File: config.mk
export PLATFORM = sky130hd
export DESIGN_NAME = texture_filter_bump_unit
export DESIGN_NICKNAME = d
export VERILOG_FILES = /design/src/core/texture_filter_pkg.sv /design/src/core/bump_trig_rom.sv /design/src/core/texture_filter_bump_unit.sv
export SDC_FILE = /design/constraint.sdc
export NUM_CORES = 2
export LEC_CHECK = 0
export CAP_MARGIN = 20
export CORE_AREA = 5 5 445 447
export CTS_CLUSTER_DIAMETER = 50
export CTS_CLUSTER_SIZE = 10
export DETAILED_ROUTE_END_ITERATION = 6
export DIE_AREA = 0 0 450 452
export DONT_BUFFER_PORTS = 1
export GPL_TIMING_DRIVEN = 0
export PLACE_DENSITY = 0.47
export REMOVE_ABC_BUFFERS = 1
export SYNTH_ARGS = -nofsm -noshare
export SYNTH_HDL_FRONTEND = slang
export SYNTH_HIERARCHICAL = 1
export SYNTH_SLANG_ARGS = --single-unit
File: constraint.sdc
create_clock -name aclk -period 13.7 [get_ports aclk]
set_clock_uncertainty 0.05 [all_clocks]
set_input_delay 0.685 -clock aclk [delete_from_list [all_inputs] [get_ports aclk]]
set_output_delay 0.685 -clock aclk [all_outputs]
set_load 0.05 [all_outputs]
File: src/core/texture_filter_pkg.sv
// shared constants for the texture filter and bump brightness unit
// assumes a 32-bit axi4-lite register bus with 8-bit byte addresses
package texture_filter_pkg;

  // bus geometry
  localparam int ADDR_W = 8;
  localparam int DATA_W = 32;

  // register byte offsets
  localparam logic [7:0] OFF_CTRL        = 8'h00;
  localparam logic [7:0] OFF_START       = 8'h04;
  localparam logic [7:0] OFF_STATUS      = 8'h08;
  localparam logic [7:0] OFF_LOD         = 8'h0c;
  localparam logic [7:0] OFF_VERTEX      = 8'h10;
  localparam logic [7:0] OFF_OFFSET_COL  = 8'h14;
  localparam logic [7:0] OFF_SECONDARY   = 8'h18;
  localparam logic [7:0] OFF_BUMP_TEXEL  = 8'h1c;
  localparam logic [7:0] OFF_FINE_BASE   = 8'h20;
  localparam logic [7:0] OFF_COARSE_BASE = 8'h30;
  localparam logic [7:0] OFF_RESULT      = 8'h40;
  localparam logic [7:0] OFF_MIP         = 8'h44;

  // control word fields
  localparam int CTRL_MODE_LSB    = 0;
  localparam int CTRL_SS_BIT      = 2;
  localparam int CTRL_BUMP_BIT    = 3;
  localparam int CTRL_SRC_SEL_BIT = 4;
  localparam int CTRL_DST_SEL_BIT = 5;
  localparam int CTRL_STRIP_BIT   = 6;
  localparam logic [31:0] CTRL_MASK = 32'h0000_007f;

  // bump light parameter word and bump texel fields
  localparam int K1_LSB      = 24;
  localparam int K2_LSB      = 16;
  localparam int K3_LSB      = 8;
  localparam int LIGHT_AZ_LSB = 0;
  localparam int ELEV_LSB    = 8;
  localparam int TEXEL_AZ_LSB = 0;

  // level of detail: 4 integer bits over 8 fraction bits
  localparam int LOD_INT_LSB = 8;
  localparam int LOD_W       = 12;

  // values after reset (all registers clear to these)
  localparam logic [31:0] CTRL_RESET   = 32'h0000_0000;
  localparam logic [31:0] RESULT_RESET = 32'h0000_0000;

  // super-sampling: four points, sample index bit 0 = +0.5 x, bit 1 = +0.5 y
  localparam logic [1:0] SS_LAST_SAMPLE = 2'h3;
  localparam int         HALF_X_BIT     = 0;
  localparam int         HALF_Y_BIT     = 1;

  // vertex index (zero based) of the third vertex
  localparam logic [7:0] THIRD_VERTEX = 8'h02;

  // angle codes: 255 stands for the full angle 256
  localparam logic [7:0] ANGLE_MAX_CODE = 8'hff;
  localparam logic [8:0] ANGLE_FULL     = 9'h100;
  localparam logic [23:0] WHITE_RGB     = 24'hffffff;

  // quarter-wave trig table shape
  localparam int TRIG_DEPTH = 257;
  localparam int TRIG_AW    = 9;
  localparam int TRIG_DW    = 8;

  // axi responses
  localparam logic [1:0] RESP_OKAY   = 2'h0;
  localparam logic [1:0] RESP_SLVERR = 2'h2;

  typedef enum logic [1:0] {
    FILT_POINT, FILT_BILINEAR, FILT_TRI_A, FILT_TRI_B
  } filter_mode_t;

  typedef enum logic [2:0] {
    P_IDLE, P_SAMPLE, P_SIN, P_COS_S, P_COS_D, P_TAKE_D, P_CALC
  } phase_t;

endpackage

File: src/core/bump_trig_rom.sv
// quarter-wave sine table, 0..256 covers 0..90 degrees, 255 means 1.0
// assumes one synchronous read per cycle; data come out of a register
`timescale 1ns/1ps
module bump_trig_rom #(
  parameter int DEPTH = texture_filter_pkg::TRIG_DEPTH,
  parameter int AW    = texture_filter_pkg::TRIG_AW,
  parameter int DW    = texture_filter_pkg::TRIG_DW
) (
  input  wire logic          aclk,
  input  wire logic          aresetn,
  input  wire logic [AW-1:0] addr,
  output logic      [DW-1:0] data
);
  import texture_filter_pkg::*;

  // rational sine approximation, built at elaboration only
  function automatic logic [DW-1:0] quarter_sine(input int i);
    int num;
    int den;
    num = 255 * 16 * i * (512 - i);
    den = 5 * 512 * 512 - 4 * i * (512 - i);
    return DW'((num + den / 2) / den);
  endfunction

  logic [DW-1:0] table_word [DEPTH]; // constant contents
  logic [DW-1:0] next_data;          // word to register

  // fill the table with constants, one entry per step
  for (genvar g = 0; g < DEPTH; g++) begin : g_tab
    assign table_word[g] = quarter_sine(g);
  end

  // out of range addresses read zero rather than garbage
  always_comb begin
    next_data = (int'(addr) < DEPTH) ? table_word[addr] : '0;
  end

  // registered read port
  always_ff @(posedge aclk) begin
    if (!aresetn) begin
      data <= '0;
    end else begin
      data <= next_data;
    end
  end
endmodule

File: src/core/texture_filter_bump_unit.sv
// texture stage: tri-linear passes, super-sampling and bump brightness
// assumes an axi4-lite master on aclk; texel data are written by software
// Overview of operation
// - tri-linear mixes two mip levels, eight texels
// - pass a: fine texel times one minus frac
// - pass b: coarse texel times frac
// - secondary target stores one minus frac alpha
// - source select one copies secondary pixel
// - super-sampling takes four half-pixel spaced points
// - super-sampling reads four times the texels
// - bump brightness from light and normal vectors
// - light word: k1, k2, k3, azimuth bytes
// - light word from third or later vertex
// - bump texel: elevation high, azimuth low
// - bump output white, alpha is brightness
// - angle code 255 counts as full angle
// - brightness k1 + k2 sin + k3 cos cos
//
// The placing of the registers and register access over AXI4-Lite were left to the implementer.
`timescale 1ns/1ps
module texture_filter_bump_unit (
  input  wire logic                                aclk,
  input  wire logic                                aresetn,
  input  wire logic [texture_filter_pkg::ADDR_W-1:0] s_axi_awaddr,
  input  wire logic                                s_axi_awvalid,
  output logic                                     s_axi_awready,
  input  wire logic [31:0]                         s_axi_wdata,
  input  wire logic [3:0]                          s_axi_wstrb,
  input  wire logic                                s_axi_wvalid,
  output logic                                     s_axi_wready,
  output logic [1:0]                               s_axi_bresp,
  output logic                                     s_axi_bvalid,
  input  wire logic                                s_axi_bready,
  input  wire logic [texture_filter_pkg::ADDR_W-1:0] s_axi_araddr,
  input  wire logic                                s_axi_arvalid,
  output logic                                     s_axi_arready,
  output logic [31:0]                              s_axi_rdata,
  output logic [1:0]                               s_axi_rresp,
  output logic                                     s_axi_rvalid,
  input  wire logic                                s_axi_rready
);
  import texture_filter_pkg::*;

  // the whole state of the block
  typedef struct packed {
    logic             aw_full;   // write address held
    logic [7:0]       aw_addr;
    logic             w_full;    // write data held
    logic [31:0]      w_data;
    logic [3:0]       w_strb;
    logic             bvalid;
    logic [1:0]       bresp;
    logic             rvalid;
    logic [31:0]      rdata;
    logic [1:0]       rresp;
    logic [31:0]      ctrl;      // mode, selects, enables
    logic [11:0]      lod;       // level of detail
    logic [7:0]       vertex;    // current vertex index
    logic [31:0]      bump_param; // latched light word
    logic [31:0]      secondary; // secondary buffer pixel
    logic [15:0]      texel;     // bump texel
    logic [3:0][31:0] fine;      // finer level sample per point
    logic [3:0][31:0] coarse;    // coarser level sample per point
    phase_t           phase;
    logic [1:0]       cnt;       // sample point index
    logic [3:0][9:0]  acc_f;     // per channel sums, fine
    logic [3:0][9:0]  acc_c;     // per channel sums, coarse
    logic [7:0]       sin_s;
    logic [7:0]       cos_s;
    logic [7:0]       cos_d;     // magnitude of cos of azimuth difference
    logic             cos_neg;
    logic [31:0]      result;
    logic [7:0]       mip;       // coarse level, fine level
    logic             done;
  } state_t;

  state_t       st;          // registered state
  state_t       next_st;     // next state
  logic [31:0]  read_word;   // read mux output
  logic         read_ok;     // read address mapped
  logic [8:0]   rom_addr;    // trig table address
  logic [7:0]   rom_data;    // trig table word, one cycle late

  // byte-lane merge for writes
  function automatic logic [31:0] merge(input logic [31:0] old_v,
                                        input logic [31:0] new_v,
                                        input logic [3:0]  strb);
    logic [31:0] r;
    r = old_v;
    for (int b = 0; b < 4; b++) begin
      if (strb[b]) begin
        r[b*8 +: 8] = new_v[b*8 +: 8];
      end
    end
    return r;
  endfunction

  // an address lies inside the register map
  function automatic logic mapped(input logic [7:0] a);
    return a[7:2] <= OFF_MIP[7:2];
  endfunction

  // scale a byte by a 0..256 weight
  function automatic logic [7:0] weigh(input logic [7:0] c,
                                       input logic [8:0] w);
    logic [16:0] p;
    p = 17'(c) * 17'(w);
    return p[15:8];
  endfunction

  // product of two fractions coded 255 = 1.0, rounded
  function automatic logic [7:0] scale255(input logic [7:0] a,
                                          input logic [7:0] b);
    logic [16:0] p;
    p = 17'(a) * 17'(b);
    p = p + 17'(p[16:8]) + 17'd128;
    return p[15:8];
  endfunction

  // decoded control fields
  filter_mode_t mode;
  logic         ss_en;
  logic         bump_en;
  logic         src_sel;
  logic         dst_sel;
  logic         strip;
  assign mode    = filter_mode_t'(st.ctrl[CTRL_MODE_LSB +: 2]);
  assign ss_en   = st.ctrl[CTRL_SS_BIT];
  assign bump_en = st.ctrl[CTRL_BUMP_BIT];
  assign src_sel = st.ctrl[CTRL_SRC_SEL_BIT];
  assign dst_sel = st.ctrl[CTRL_DST_SEL_BIT];
  assign strip   = st.ctrl[CTRL_STRIP_BIT];

  // blend weights from the level-of-detail fraction
  logic [7:0] frac;
  logic [8:0] w_a;
  logic [8:0] w_b;
  logic [7:0] tri_alpha;
  assign frac      = st.lod[7:0];
  assign w_a       = 9'h100 - {1'b0, frac};
  assign w_b       = {1'b0, frac};
  assign tri_alpha = (frac == 8'h00) ? 8'hff : w_a[7:0];

  // per channel averages of the sample points and the two pass results
  logic [31:0] avg_f;
  logic [31:0] avg_c;
  logic [31:0] pass_a;
  logic [31:0] pass_b;
  for (genvar ch = 0; ch < 4; ch++) begin : g_ch
    // four points sum into ten bits, so dropping two bits averages them
    assign avg_f[ch*8 +: 8]  = ss_en ? st.acc_f[ch][9:2] : st.acc_f[ch][7:0];
    assign avg_c[ch*8 +: 8]  = ss_en ? st.acc_c[ch][9:2] : st.acc_c[ch][7:0];
    assign pass_a[ch*8 +: 8] = weigh(avg_f[ch*8 +: 8], w_a);
    assign pass_b[ch*8 +: 8] = weigh(avg_c[ch*8 +: 8], w_b);
  end

  // light word and texel fields; code 255 stands for the full angle
  logic [7:0] k1;
  logic [7:0] k2;
  logic [7:0] k3;
  logic [7:0] q_eff;
  logic [7:0] r_eff;
  logic [8:0] s_eff;
  logic [7:0] az_diff;
  assign k1 = st.bump_param[K1_LSB +: 8];
  assign k2 = st.bump_param[K2_LSB +: 8];
  assign k3 = st.bump_param[K3_LSB +: 8];
  // a full turn is the same direction as zero
  assign q_eff = (st.bump_param[LIGHT_AZ_LSB +: 8] == ANGLE_MAX_CODE) ?
                 8'h00 : st.bump_param[LIGHT_AZ_LSB +: 8];
  assign r_eff = (st.texel[TEXEL_AZ_LSB +: 8] == ANGLE_MAX_CODE) ?
                 8'h00 : st.texel[TEXEL_AZ_LSB +: 8];
  assign s_eff = (st.texel[ELEV_LSB +: 8] == ANGLE_MAX_CODE) ?
                 ANGLE_FULL : {1'b0, st.texel[ELEV_LSB +: 8]};
  assign az_diff = r_eff - q_eff;

  // table address per phase; odd quadrants of cos read the table upward
  always_comb begin
    case (st.phase)
      P_SIN:   rom_addr = s_eff;
      P_COS_S: rom_addr = ANGLE_FULL - s_eff;
      P_COS_D: rom_addr = az_diff[6] ? {1'b0, az_diff[5:0], 2'b00} :
                          ANGLE_FULL - {1'b0, az_diff[5:0], 2'b00};
      default: rom_addr = '0;
    endcase
  end

  bump_trig_rom bump_trig_rom_inst (
    .aclk    (aclk),
    .aresetn (aresetn),
    .addr    (rom_addr),
    .data    (rom_data)
  );

  // brightness = k1 + k2 sin(s) + k3 cos(s) cos(r - q), clamped to a byte
  logic [7:0]        term2;
  logic [7:0]        cos_prod;
  logic [7:0]        term3;
  logic signed [10:0] bright_sum;
  logic [7:0]        bright;
  assign term2    = scale255(k2, st.sin_s);
  assign cos_prod = scale255(st.cos_s, st.cos_d);
  assign term3    = scale255(k3, cos_prod);
  assign bright_sum = st.cos_neg ?
      11'(signed'({3'b000, k1})) + 11'(signed'({3'b000, term2})) -
      11'(signed'({3'b000, term3})) :
      11'(signed'({3'b000, k1})) + 11'(signed'({3'b000, term2})) +
      11'(signed'({3'b000, term3}));
  // a sum below zero is darkest, above one is brightest
  assign bright = bright_sum[10] ? 8'h00 :
                  (bright_sum > 11'sd255) ? 8'hff : bright_sum[7:0];

  // read mux; status and results show the block's own state
  always_comb begin
    read_ok   = mapped(s_axi_araddr);
    read_word = '0;
    case (s_axi_araddr[7:2])
      OFF_CTRL[7:2]:       read_word = st.ctrl;
      OFF_STATUS[7:2]:     read_word = {28'h0, st.cnt, st.done,
                                        st.phase != P_IDLE};
      OFF_LOD[7:2]:        read_word = {20'h0, st.lod};
      OFF_VERTEX[7:2]:     read_word = {24'h0, st.vertex};
      OFF_OFFSET_COL[7:2]: read_word = st.bump_param;
      OFF_SECONDARY[7:2]:  read_word = st.secondary;
      OFF_BUMP_TEXEL[7:2]: read_word = {16'h0, st.texel};
      OFF_RESULT[7:2]:     read_word = st.result;
      OFF_MIP[7:2]:        read_word = {24'h0, st.mip};
      default: begin
        // sample slots sit in two blocks of four words
        if (s_axi_araddr[7:4] == OFF_FINE_BASE[7:4]) begin
          read_word = st.fine[s_axi_araddr[3:2]];
        end else if (s_axi_araddr[7:4] == OFF_COARSE_BASE[7:4]) begin
          read_word = st.coarse[s_axi_araddr[3:2]];
        end
      end
    endcase
  end

  // channel handshakes; one write and one read in flight at most
  assign s_axi_awready = !st.aw_full && !st.bvalid;
  assign s_axi_wready  = !st.w_full && !st.bvalid;
  assign s_axi_arready = !st.rvalid;
  assign s_axi_bvalid  = st.bvalid;
  assign s_axi_bresp   = st.bresp;
  assign s_axi_rvalid  = st.rvalid;
  assign s_axi_rdata   = st.rdata;
  assign s_axi_rresp   = st.rresp;

  // next state: bus slave, register writes and the pixel sequence
  always_comb begin
    logic [31:0] wv;
    next_st = st;
    wv      = merge(32'h0, st.w_data, st.w_strb);
    // address and data may arrive in either order
    if (s_axi_awvalid && s_axi_awready) begin
      next_st.aw_full = 1'b1;
      next_st.aw_addr = s_axi_awaddr;
    end
    if (s_axi_wvalid && s_axi_wready) begin
      next_st.w_full = 1'b1;
      next_st.w_data = s_axi_wdata;
      next_st.w_strb = s_axi_wstrb;
    end
    if (st.bvalid && s_axi_bready) begin
      next_st.bvalid = 1'b0;
    end
    if (s_axi_arvalid && s_axi_arready) begin
      next_st.rvalid = 1'b1;
      next_st.rdata  = read_ok ? read_word : 32'h0;
      next_st.rresp  = read_ok ? RESP_OKAY : RESP_SLVERR;
    end
    if (st.rvalid && s_axi_rready) begin
      next_st.rvalid = 1'b0;
    end

    // pixel sequence; a start while busy is ignored
    case (st.phase)
      P_IDLE: begin
        next_st.cnt = '0;
      end
      P_SAMPLE: begin
        // one sample point per cycle, so four cycles with super-sampling
        for (int ch = 0; ch < 4; ch++) begin
          next_st.acc_f[ch] = st.acc_f[ch] + 10'(st.fine[st.cnt][ch*8 +: 8]);
          next_st.acc_c[ch] = st.acc_c[ch] + 10'(st.coarse[st.cnt][ch*8 +: 8]);
        end
        next_st.cnt = st.cnt + 2'h1;
        if (!ss_en || st.cnt == SS_LAST_SAMPLE) begin
          next_st.phase = (bump_en && !src_sel) ? P_SIN : P_CALC;
        end
      end
      P_SIN: begin
        next_st.phase = P_COS_S;
      end
      P_COS_S: begin
        next_st.sin_s = rom_data;
        next_st.phase = P_COS_D;
      end
      P_COS_D: begin
        next_st.cos_s   = rom_data;
        next_st.cos_neg = az_diff[7] ^ az_diff[6];
        next_st.phase   = P_TAKE_D;
      end
      P_TAKE_D: begin
        next_st.cos_d = rom_data;
        next_st.phase = P_CALC;
      end
      P_CALC: begin
        if (src_sel) begin
          next_st.result = st.secondary;
        end else if (bump_en) begin
          next_st.result = {bright, WHITE_RGB};
        end else begin
          case (mode)
            FILT_TRI_A: next_st.result =
                {dst_sel ? tri_alpha : pass_a[31:24], pass_a[23:0]};
            FILT_TRI_B: next_st.result =
                {dst_sel ? tri_alpha : pass_b[31:24], pass_b[23:0]};
            default:    next_st.result = avg_f;
          endcase
        end
        // integer part picks the finer level, the next one up is coarser
        next_st.mip[3:0] = st.lod[LOD_INT_LSB +: 4];
        next_st.mip[7:4] = (st.lod[LOD_INT_LSB +: 4] == 4'hf) ? 4'hf :
                           st.lod[LOD_INT_LSB +: 4] + 4'h1;
        next_st.done  = 1'b1;
        next_st.phase = P_IDLE;
      end
      default: begin
        next_st.phase = P_IDLE;
      end
    endcase

    // register write once both halves are held
    if (st.aw_full && st.w_full && !st.bvalid) begin
      next_st.aw_full = 1'b0;
      next_st.w_full  = 1'b0;
      next_st.bvalid  = 1'b1;
      next_st.bresp   = mapped(st.aw_addr) ? RESP_OKAY : RESP_SLVERR;
      case (st.aw_addr[7:2])
        OFF_CTRL[7:2]:      next_st.ctrl = merge(st.ctrl, st.w_data, st.w_strb) & CTRL_MASK;
        OFF_LOD[7:2]:       next_st.lod = LOD_W'(merge({20'h0, st.lod}, st.w_data,
                                                        st.w_strb));
        OFF_VERTEX[7:2]:    next_st.vertex = wv[7:0] | (st.vertex & ~{8{st.w_strb[0]}});
        OFF_SECONDARY[7:2]: next_st.secondary = merge(st.secondary, st.w_data, st.w_strb);
        OFF_BUMP_TEXEL[7:2]: next_st.texel = 16'(merge({16'h0, st.texel}, st.w_data,
                                                       st.w_strb));
        OFF_OFFSET_COL[7:2]: begin
          // only the third vertex, or later ones in a strip, carry the light word
          if (st.vertex == THIRD_VERTEX || (strip && st.vertex > THIRD_VERTEX)) begin
            next_st.bump_param = merge(st.bump_param, st.w_data, st.w_strb);
          end
        end
        OFF_START[7:2]: begin
          // start clears done; only taken when idle, so no finish can collide
          if (st.phase == P_IDLE) begin
            next_st.phase = P_SAMPLE;
            next_st.done  = 1'b0;
            next_st.acc_f = '0;
            next_st.acc_c = '0;
            next_st.cnt   = '0;
          end
        end
        default: begin
          // sample slots; status, result and level words are read only
          if (st.aw_addr[7:4] == OFF_FINE_BASE[7:4]) begin
            next_st.fine[st.aw_addr[3:2]] =
                merge(st.fine[st.aw_addr[3:2]], st.w_data, st.w_strb);
          end else if (st.aw_addr[7:4] == OFF_COARSE_BASE[7:4]) begin
            next_st.coarse[st.aw_addr[3:2]] =
                merge(st.coarse[st.aw_addr[3:2]], st.w_data, st.w_strb);
          end
        end
      endcase
    end
  end

  // state register; every field clears on reset
  always_ff @(posedge aclk) begin
    if (!aresetn) begin
      st <= '0;
    end else begin
      st <= next_st;
    end
  end
endmodule

==> results.txt <==
The number of flops mapped to enable cells by yosys is 0. By count the netlist is led by sky130_fd_sc_hd__nor2_1 (699), sky130_fd_sc_hd__nand2_1 (674), sky130_fd_sc_hd__inv_1 (604), sky130_fd_sc_hd__dfxtp_1 (602), sky130_fd_sc_hd__ha_1 (518). The estimated wirelength of the detail-placed design is between 100,000 and 150,000 um. The width of the die is between 400 and 500 um. The post-synthesis average cell area came out at 8.836 um^2.

The final worst slack is 0.4164 ns. The total power per unit cell area is ~66 nW/um^2. Setup repair after global routing could not meet its margin everywhere.

The count of max-cap constraint violations is 0. The data required time at the worst endpoint came out at about 14 ns. For this run, the total global-route usage over all layers was measured as 0.1887. The worst slew margin relative to its limit is 0.1874. By area the synthesized netlist is led by sky130_fd_sc_hd__dfxtp_1 (21%), sky130_fd_sc_hd__fa_1 (15%), sky130_fd_sc_hd__ha_1 (11%), sky130_fd_sc_hd__mux4_2 (7.6%), sky130_fd_sc_hd__nor2_1 (4.5%). The clock slew seen by the registers of the worst setup and hold paths is about 0.06 ns. The worst register-to-register path begins at st[52].

The critical-path maximum fanout is 5. The number of instances in the synthesized netlist is roughly 6,500. In the routed design, unresolved DRC markers number 0. The largest single stage delay on the critical path is ~0.55 ns. The total number of clock tree sinks came out at between 600 and 700. The count of boundary I/O pins is 100. Of the post-synthesis cell area, the dominant cell type holds 0.2089. The reported leakage power is 26.13 nW. Dividing the detail-routed wire length by the instance count gives around 22 um. For this run, the leading register cell type out of synthesis is sky130_fd_sc_hd__dfxtp_1. The per-cell via count in the routed design is about 5.3.

The worst-case setup slack after placement came out at -1.613 ns. The number of placed instances with taps included is around 8,800. The flow ran to the end, and the final reports show no timing, DRC or antenna violations. The clock tree from TritonCTS is done. The tree is rooted in a sky130_fd_sc_hd__clkbuf_16.

Hold is met by about 0.065 ns. The hold violation total from the final report is 0. The wire length of the first global-routing pass came out at about 300,000 um. STA classifies the critical path startpoint as a register. The layout cell share with drive strength beyond 1 is 0.1149. The logic depth of the worst register-to-register path came out at 59.

In this run the worst setup path begins at st[52]. Counting distinct cell types in the post-synthesis netlist gives 100. The fraction of the yosys area taken by sequential cells came out at 0.2089. The type of the most critical hold path is in2reg.

The sort of element at the end of the critical path is a register. By instance count, the cell type seen most on the critical path is sky130_fd_sc_hd__fa_1. In this run the core area contains around 160 standard-cell rows. The number of nets still failing antenna checks after routing is 0. In this run, synthesis produced a sequential element count of 602.

The register-to-register setup slack is roughly 0.42 ns. Of all flip-flops after synthesis, the portion carrying an async set or reset was 0. For this run the aggregate overflow at the end of global routing stands at 0. The max-slew violation total from the final report came out at 0. The starting density of the core came out at 0.2978. The maximum frequency from static timing analysis came out at between 0.07 and 0.08 GHz. Entering global routing, the biggest net connects between 100 and 150 pins. The insertion delay of the later-clocked pin in the worst-skew pair came out at ~0.73 ns. The final cell utilization of the core is 0.3373. The first detailed-routing pass took 5 iterations. Yosys instantiated no cell more often than sky130_fd_sc_hd__nor2_1.

The area growth from synthesis to layout is 13.30%. In this run the critical register-to-register path is captured at st[37]. The placer congestion estimate came out at 0.8570. Dividing the final minimum period by the clock period gives 0.9696.

VDD sags by at most roughly 90 uV. The filler-free cell count of the finished design is around 9,000. Buffers placed on the I/O ports in this run total 0. The placeable core region came out at 193,800 um^2. The total clock buffers created by CTS came out at 85.

The design draws about 4.3 mW. The number of DRC violations after detailed-routing iteration 0 came out at between 3,000 and 4,000. The die outline height came out at ~450 um. Setup violations remaining at the end of the flow were counted as 0. The net count reported at finish came out at ~7,400. The initial antenna violation count is 7. By startpoint and endpoint, the worst setup path is classified as reg2reg. The floorplan step defined a die boundary enclosing between 200,000 and 250,000 um^2.

Counting I/O delays and the setup requirement, the final critical path takes ~13 ns. During synthesis, Yosys emitted a total of 6 warnings. Data arrives at the worst endpoint at 13.77 ns. The total wirelength of the detailed-routed design came out at a little under 200,000 um.

The via count of the first global-routing pass came to between 40,000 and 50,000. The number of H-tree branching levels is 3. The cell area after synthesis is between 50,000 and 60,000 um^2. The maximum buffer depth of the clock tree is 3. The slowest cell on the critical path is sky130_fd_sc_hd__fa_1. The total via count in the routed design is around 48,000. At the pin with the least slew margin, the transition time is around 1.2 ns. The endpoint of the most critical setup path is st[37]. The biggest area contributor in the post-synthesis netlist is sky130_fd_sc_hd__dfxtp_1.
## final cells by class
cell class                 instances  area, um^2
clock buffer                     102        2252
fill                           20063      128400
clock inverter                    36       538.0
sequential                       602       12130
tap                             2542        3181
timing repair buffer             163        2381
inverter                         608        2290
antenna                            3       7.507
multi-input combinational       4904       42590
## worst max-delay path, delay by kind of cell (launching register included)
family | cells | cell delay [ns]
XOR/XNOR | 3 | 0.59
AO/OA/AOI/OAI | 24 | 4.42
AND/OR/NAND/NOR | 10 | 1.70
adder cells (fa/ha/maj) | 15 | 5.40
buffers and inverters | 7 | 0.51
flip-flops | 1 | 0.36
## worst min-delay path by stage
| stage | from | end | slack, ns | cells after the start |
|---|---|---|---|---|
| 2_1_floorplan | st[27] | st[27] | 0.37 | 2 |
| 3_3_place_gp | st[27] | st[27] | 0.39 | 2 |
| 3_5_place_dp | st[27] | st[27] | 0.40 | 2 |
| 4_1_cts | s_axi_wdata[1] | st[582] | 0.00007 | 2 |
| 5_1_grt | s_axi_wdata[24] | st[605] | 0.04 | 2 |
| 6_report | s_axi_wdata[24] | st[605] | 0.07 | 2 |
## power by group
part / internal, mW / switching (mW)
Combinational: 0.0940 / 0.175
Sequential: 1.77 / 0.0613
Clock: 1.33 / 0.905
## cells in the final DEF, fill, tap and decap left out, types with 17 or more instances in the layout
cell type and n:
sky130_fd_sc_hd__ha_1 503, sky130_fd_sc_hd__a211oi_1 295, sky130_fd_sc_hd__a221oi_1 19, sky130_fd_sc_hd__inv_1 598, sky130_fd_sc_hd__a22oi_1 77, sky130_fd_sc_hd__clkbuf_16 86
sky130_fd_sc_hd__and3_1 22, sky130_fd_sc_hd__buf_6 17, sky130_fd_sc_hd__mux2i_1 223, sky130_fd_sc_hd__mux4_2 194, sky130_fd_sc_hd__buf_4 58, sky130_fd_sc_hd__nor2_1 681
sky130_fd_sc_hd__nand4_1 21, sky130_fd_sc_hd__buf_16 27, sky130_fd_sc_hd__a31oi_1 25, sky130_fd_sc_hd__nand2b_1 54, sky130_fd_sc_hd__dfxtp_2 17, sky130_fd_sc_hd__a21o_1 41
sky130_fd_sc_hd__xnor2_1 137, sky130_fd_sc_hd__xor2_1 63, sky130_fd_sc_hd__fa_1 416, sky130_fd_sc_hd__and2_1 202, sky130_fd_sc_hd__nand2_1 664, sky130_fd_sc_hd__nand3_1 66
sky130_fd_sc_hd__o21ai_0 147, sky130_fd_sc_hd__o21a_1 33, sky130_fd_sc_hd__nand3b_1 20, sky130_fd_sc_hd__dfxtp_1 569, sky130_fd_sc_hd__buf_12 34, sky130_fd_sc_hd__o21bai_1 38
sky130_fd_sc_hd__a21oi_1 343, sky130_fd_sc_hd__o211ai_1 35, sky130_fd_sc_hd__nor3_1 55, sky130_fd_sc_hd__nor2b_1 123, sky130_fd_sc_hd__mux2_2 60
## per-layer routing
metal / global-route usage / vias to the layer above / part of all wire
li1: - / 22127 / -
met1: 0.2472 / 23980 / 0.44
met2: 0.3271 / 1138 / 0.48
met3: 0.01832 / 297 / 0.044
met4: 0.06207 / 0 / 0.033
met5: 0 / - / 0
## metrics by stage
stage          cell area (um^2)  setup TNS [ns]
6_report                  65370               0
2_1_floorplan             55950               0
5_1_grt                   65360          -1.354
3_3_place_gp              59130          -48.94
4_1_cts                   64750               0
3_5_place_dp              61270          -12.06
## sequential cells by signal, summed over array words and instances, names as in the netlist, named ones only
name                     cells
st                         512
s_axi_rvalid                 1
k3                           8
s_axi_rdata                 32
k1                           8
bump_trig_rom_inst/data      8
dst_sel                      1
bump_en                      1
frac                         8
s_axi_bvalid                 1
src_sel                      1
k2                           8
s_axi_bresp                  1
ss_en                        1
s_axi_rresp                  1
mode                         2
## kinds of logic after synthesis
kind of cell	Yosys count	synth area share
buf+inv	1025	0.06991
fa+ha+maj	938	0.2581
mux	477	0.1261
xor+xnor	226	0.03457
simple gates	2025	0.1594
flops	602	0.2089
other cells	1	0.00006499
compound gates	1236	0.1430
## timing repair
| item | 4_1_cts | 5_1_grt |
|---|---|---|
| hold endpoints to repair | 15 | 0 |
| setup buffers | 26 | 27 |
| pin swaps | 28 | 72 |
| gates resized for setup | 68 | 87 |
| gates cloned | 0 | 0 |
| setup endpoints to repair | 8 | 8 |
| hold buffers | 15 | 0 |
(Power assumes the default switching activity.)
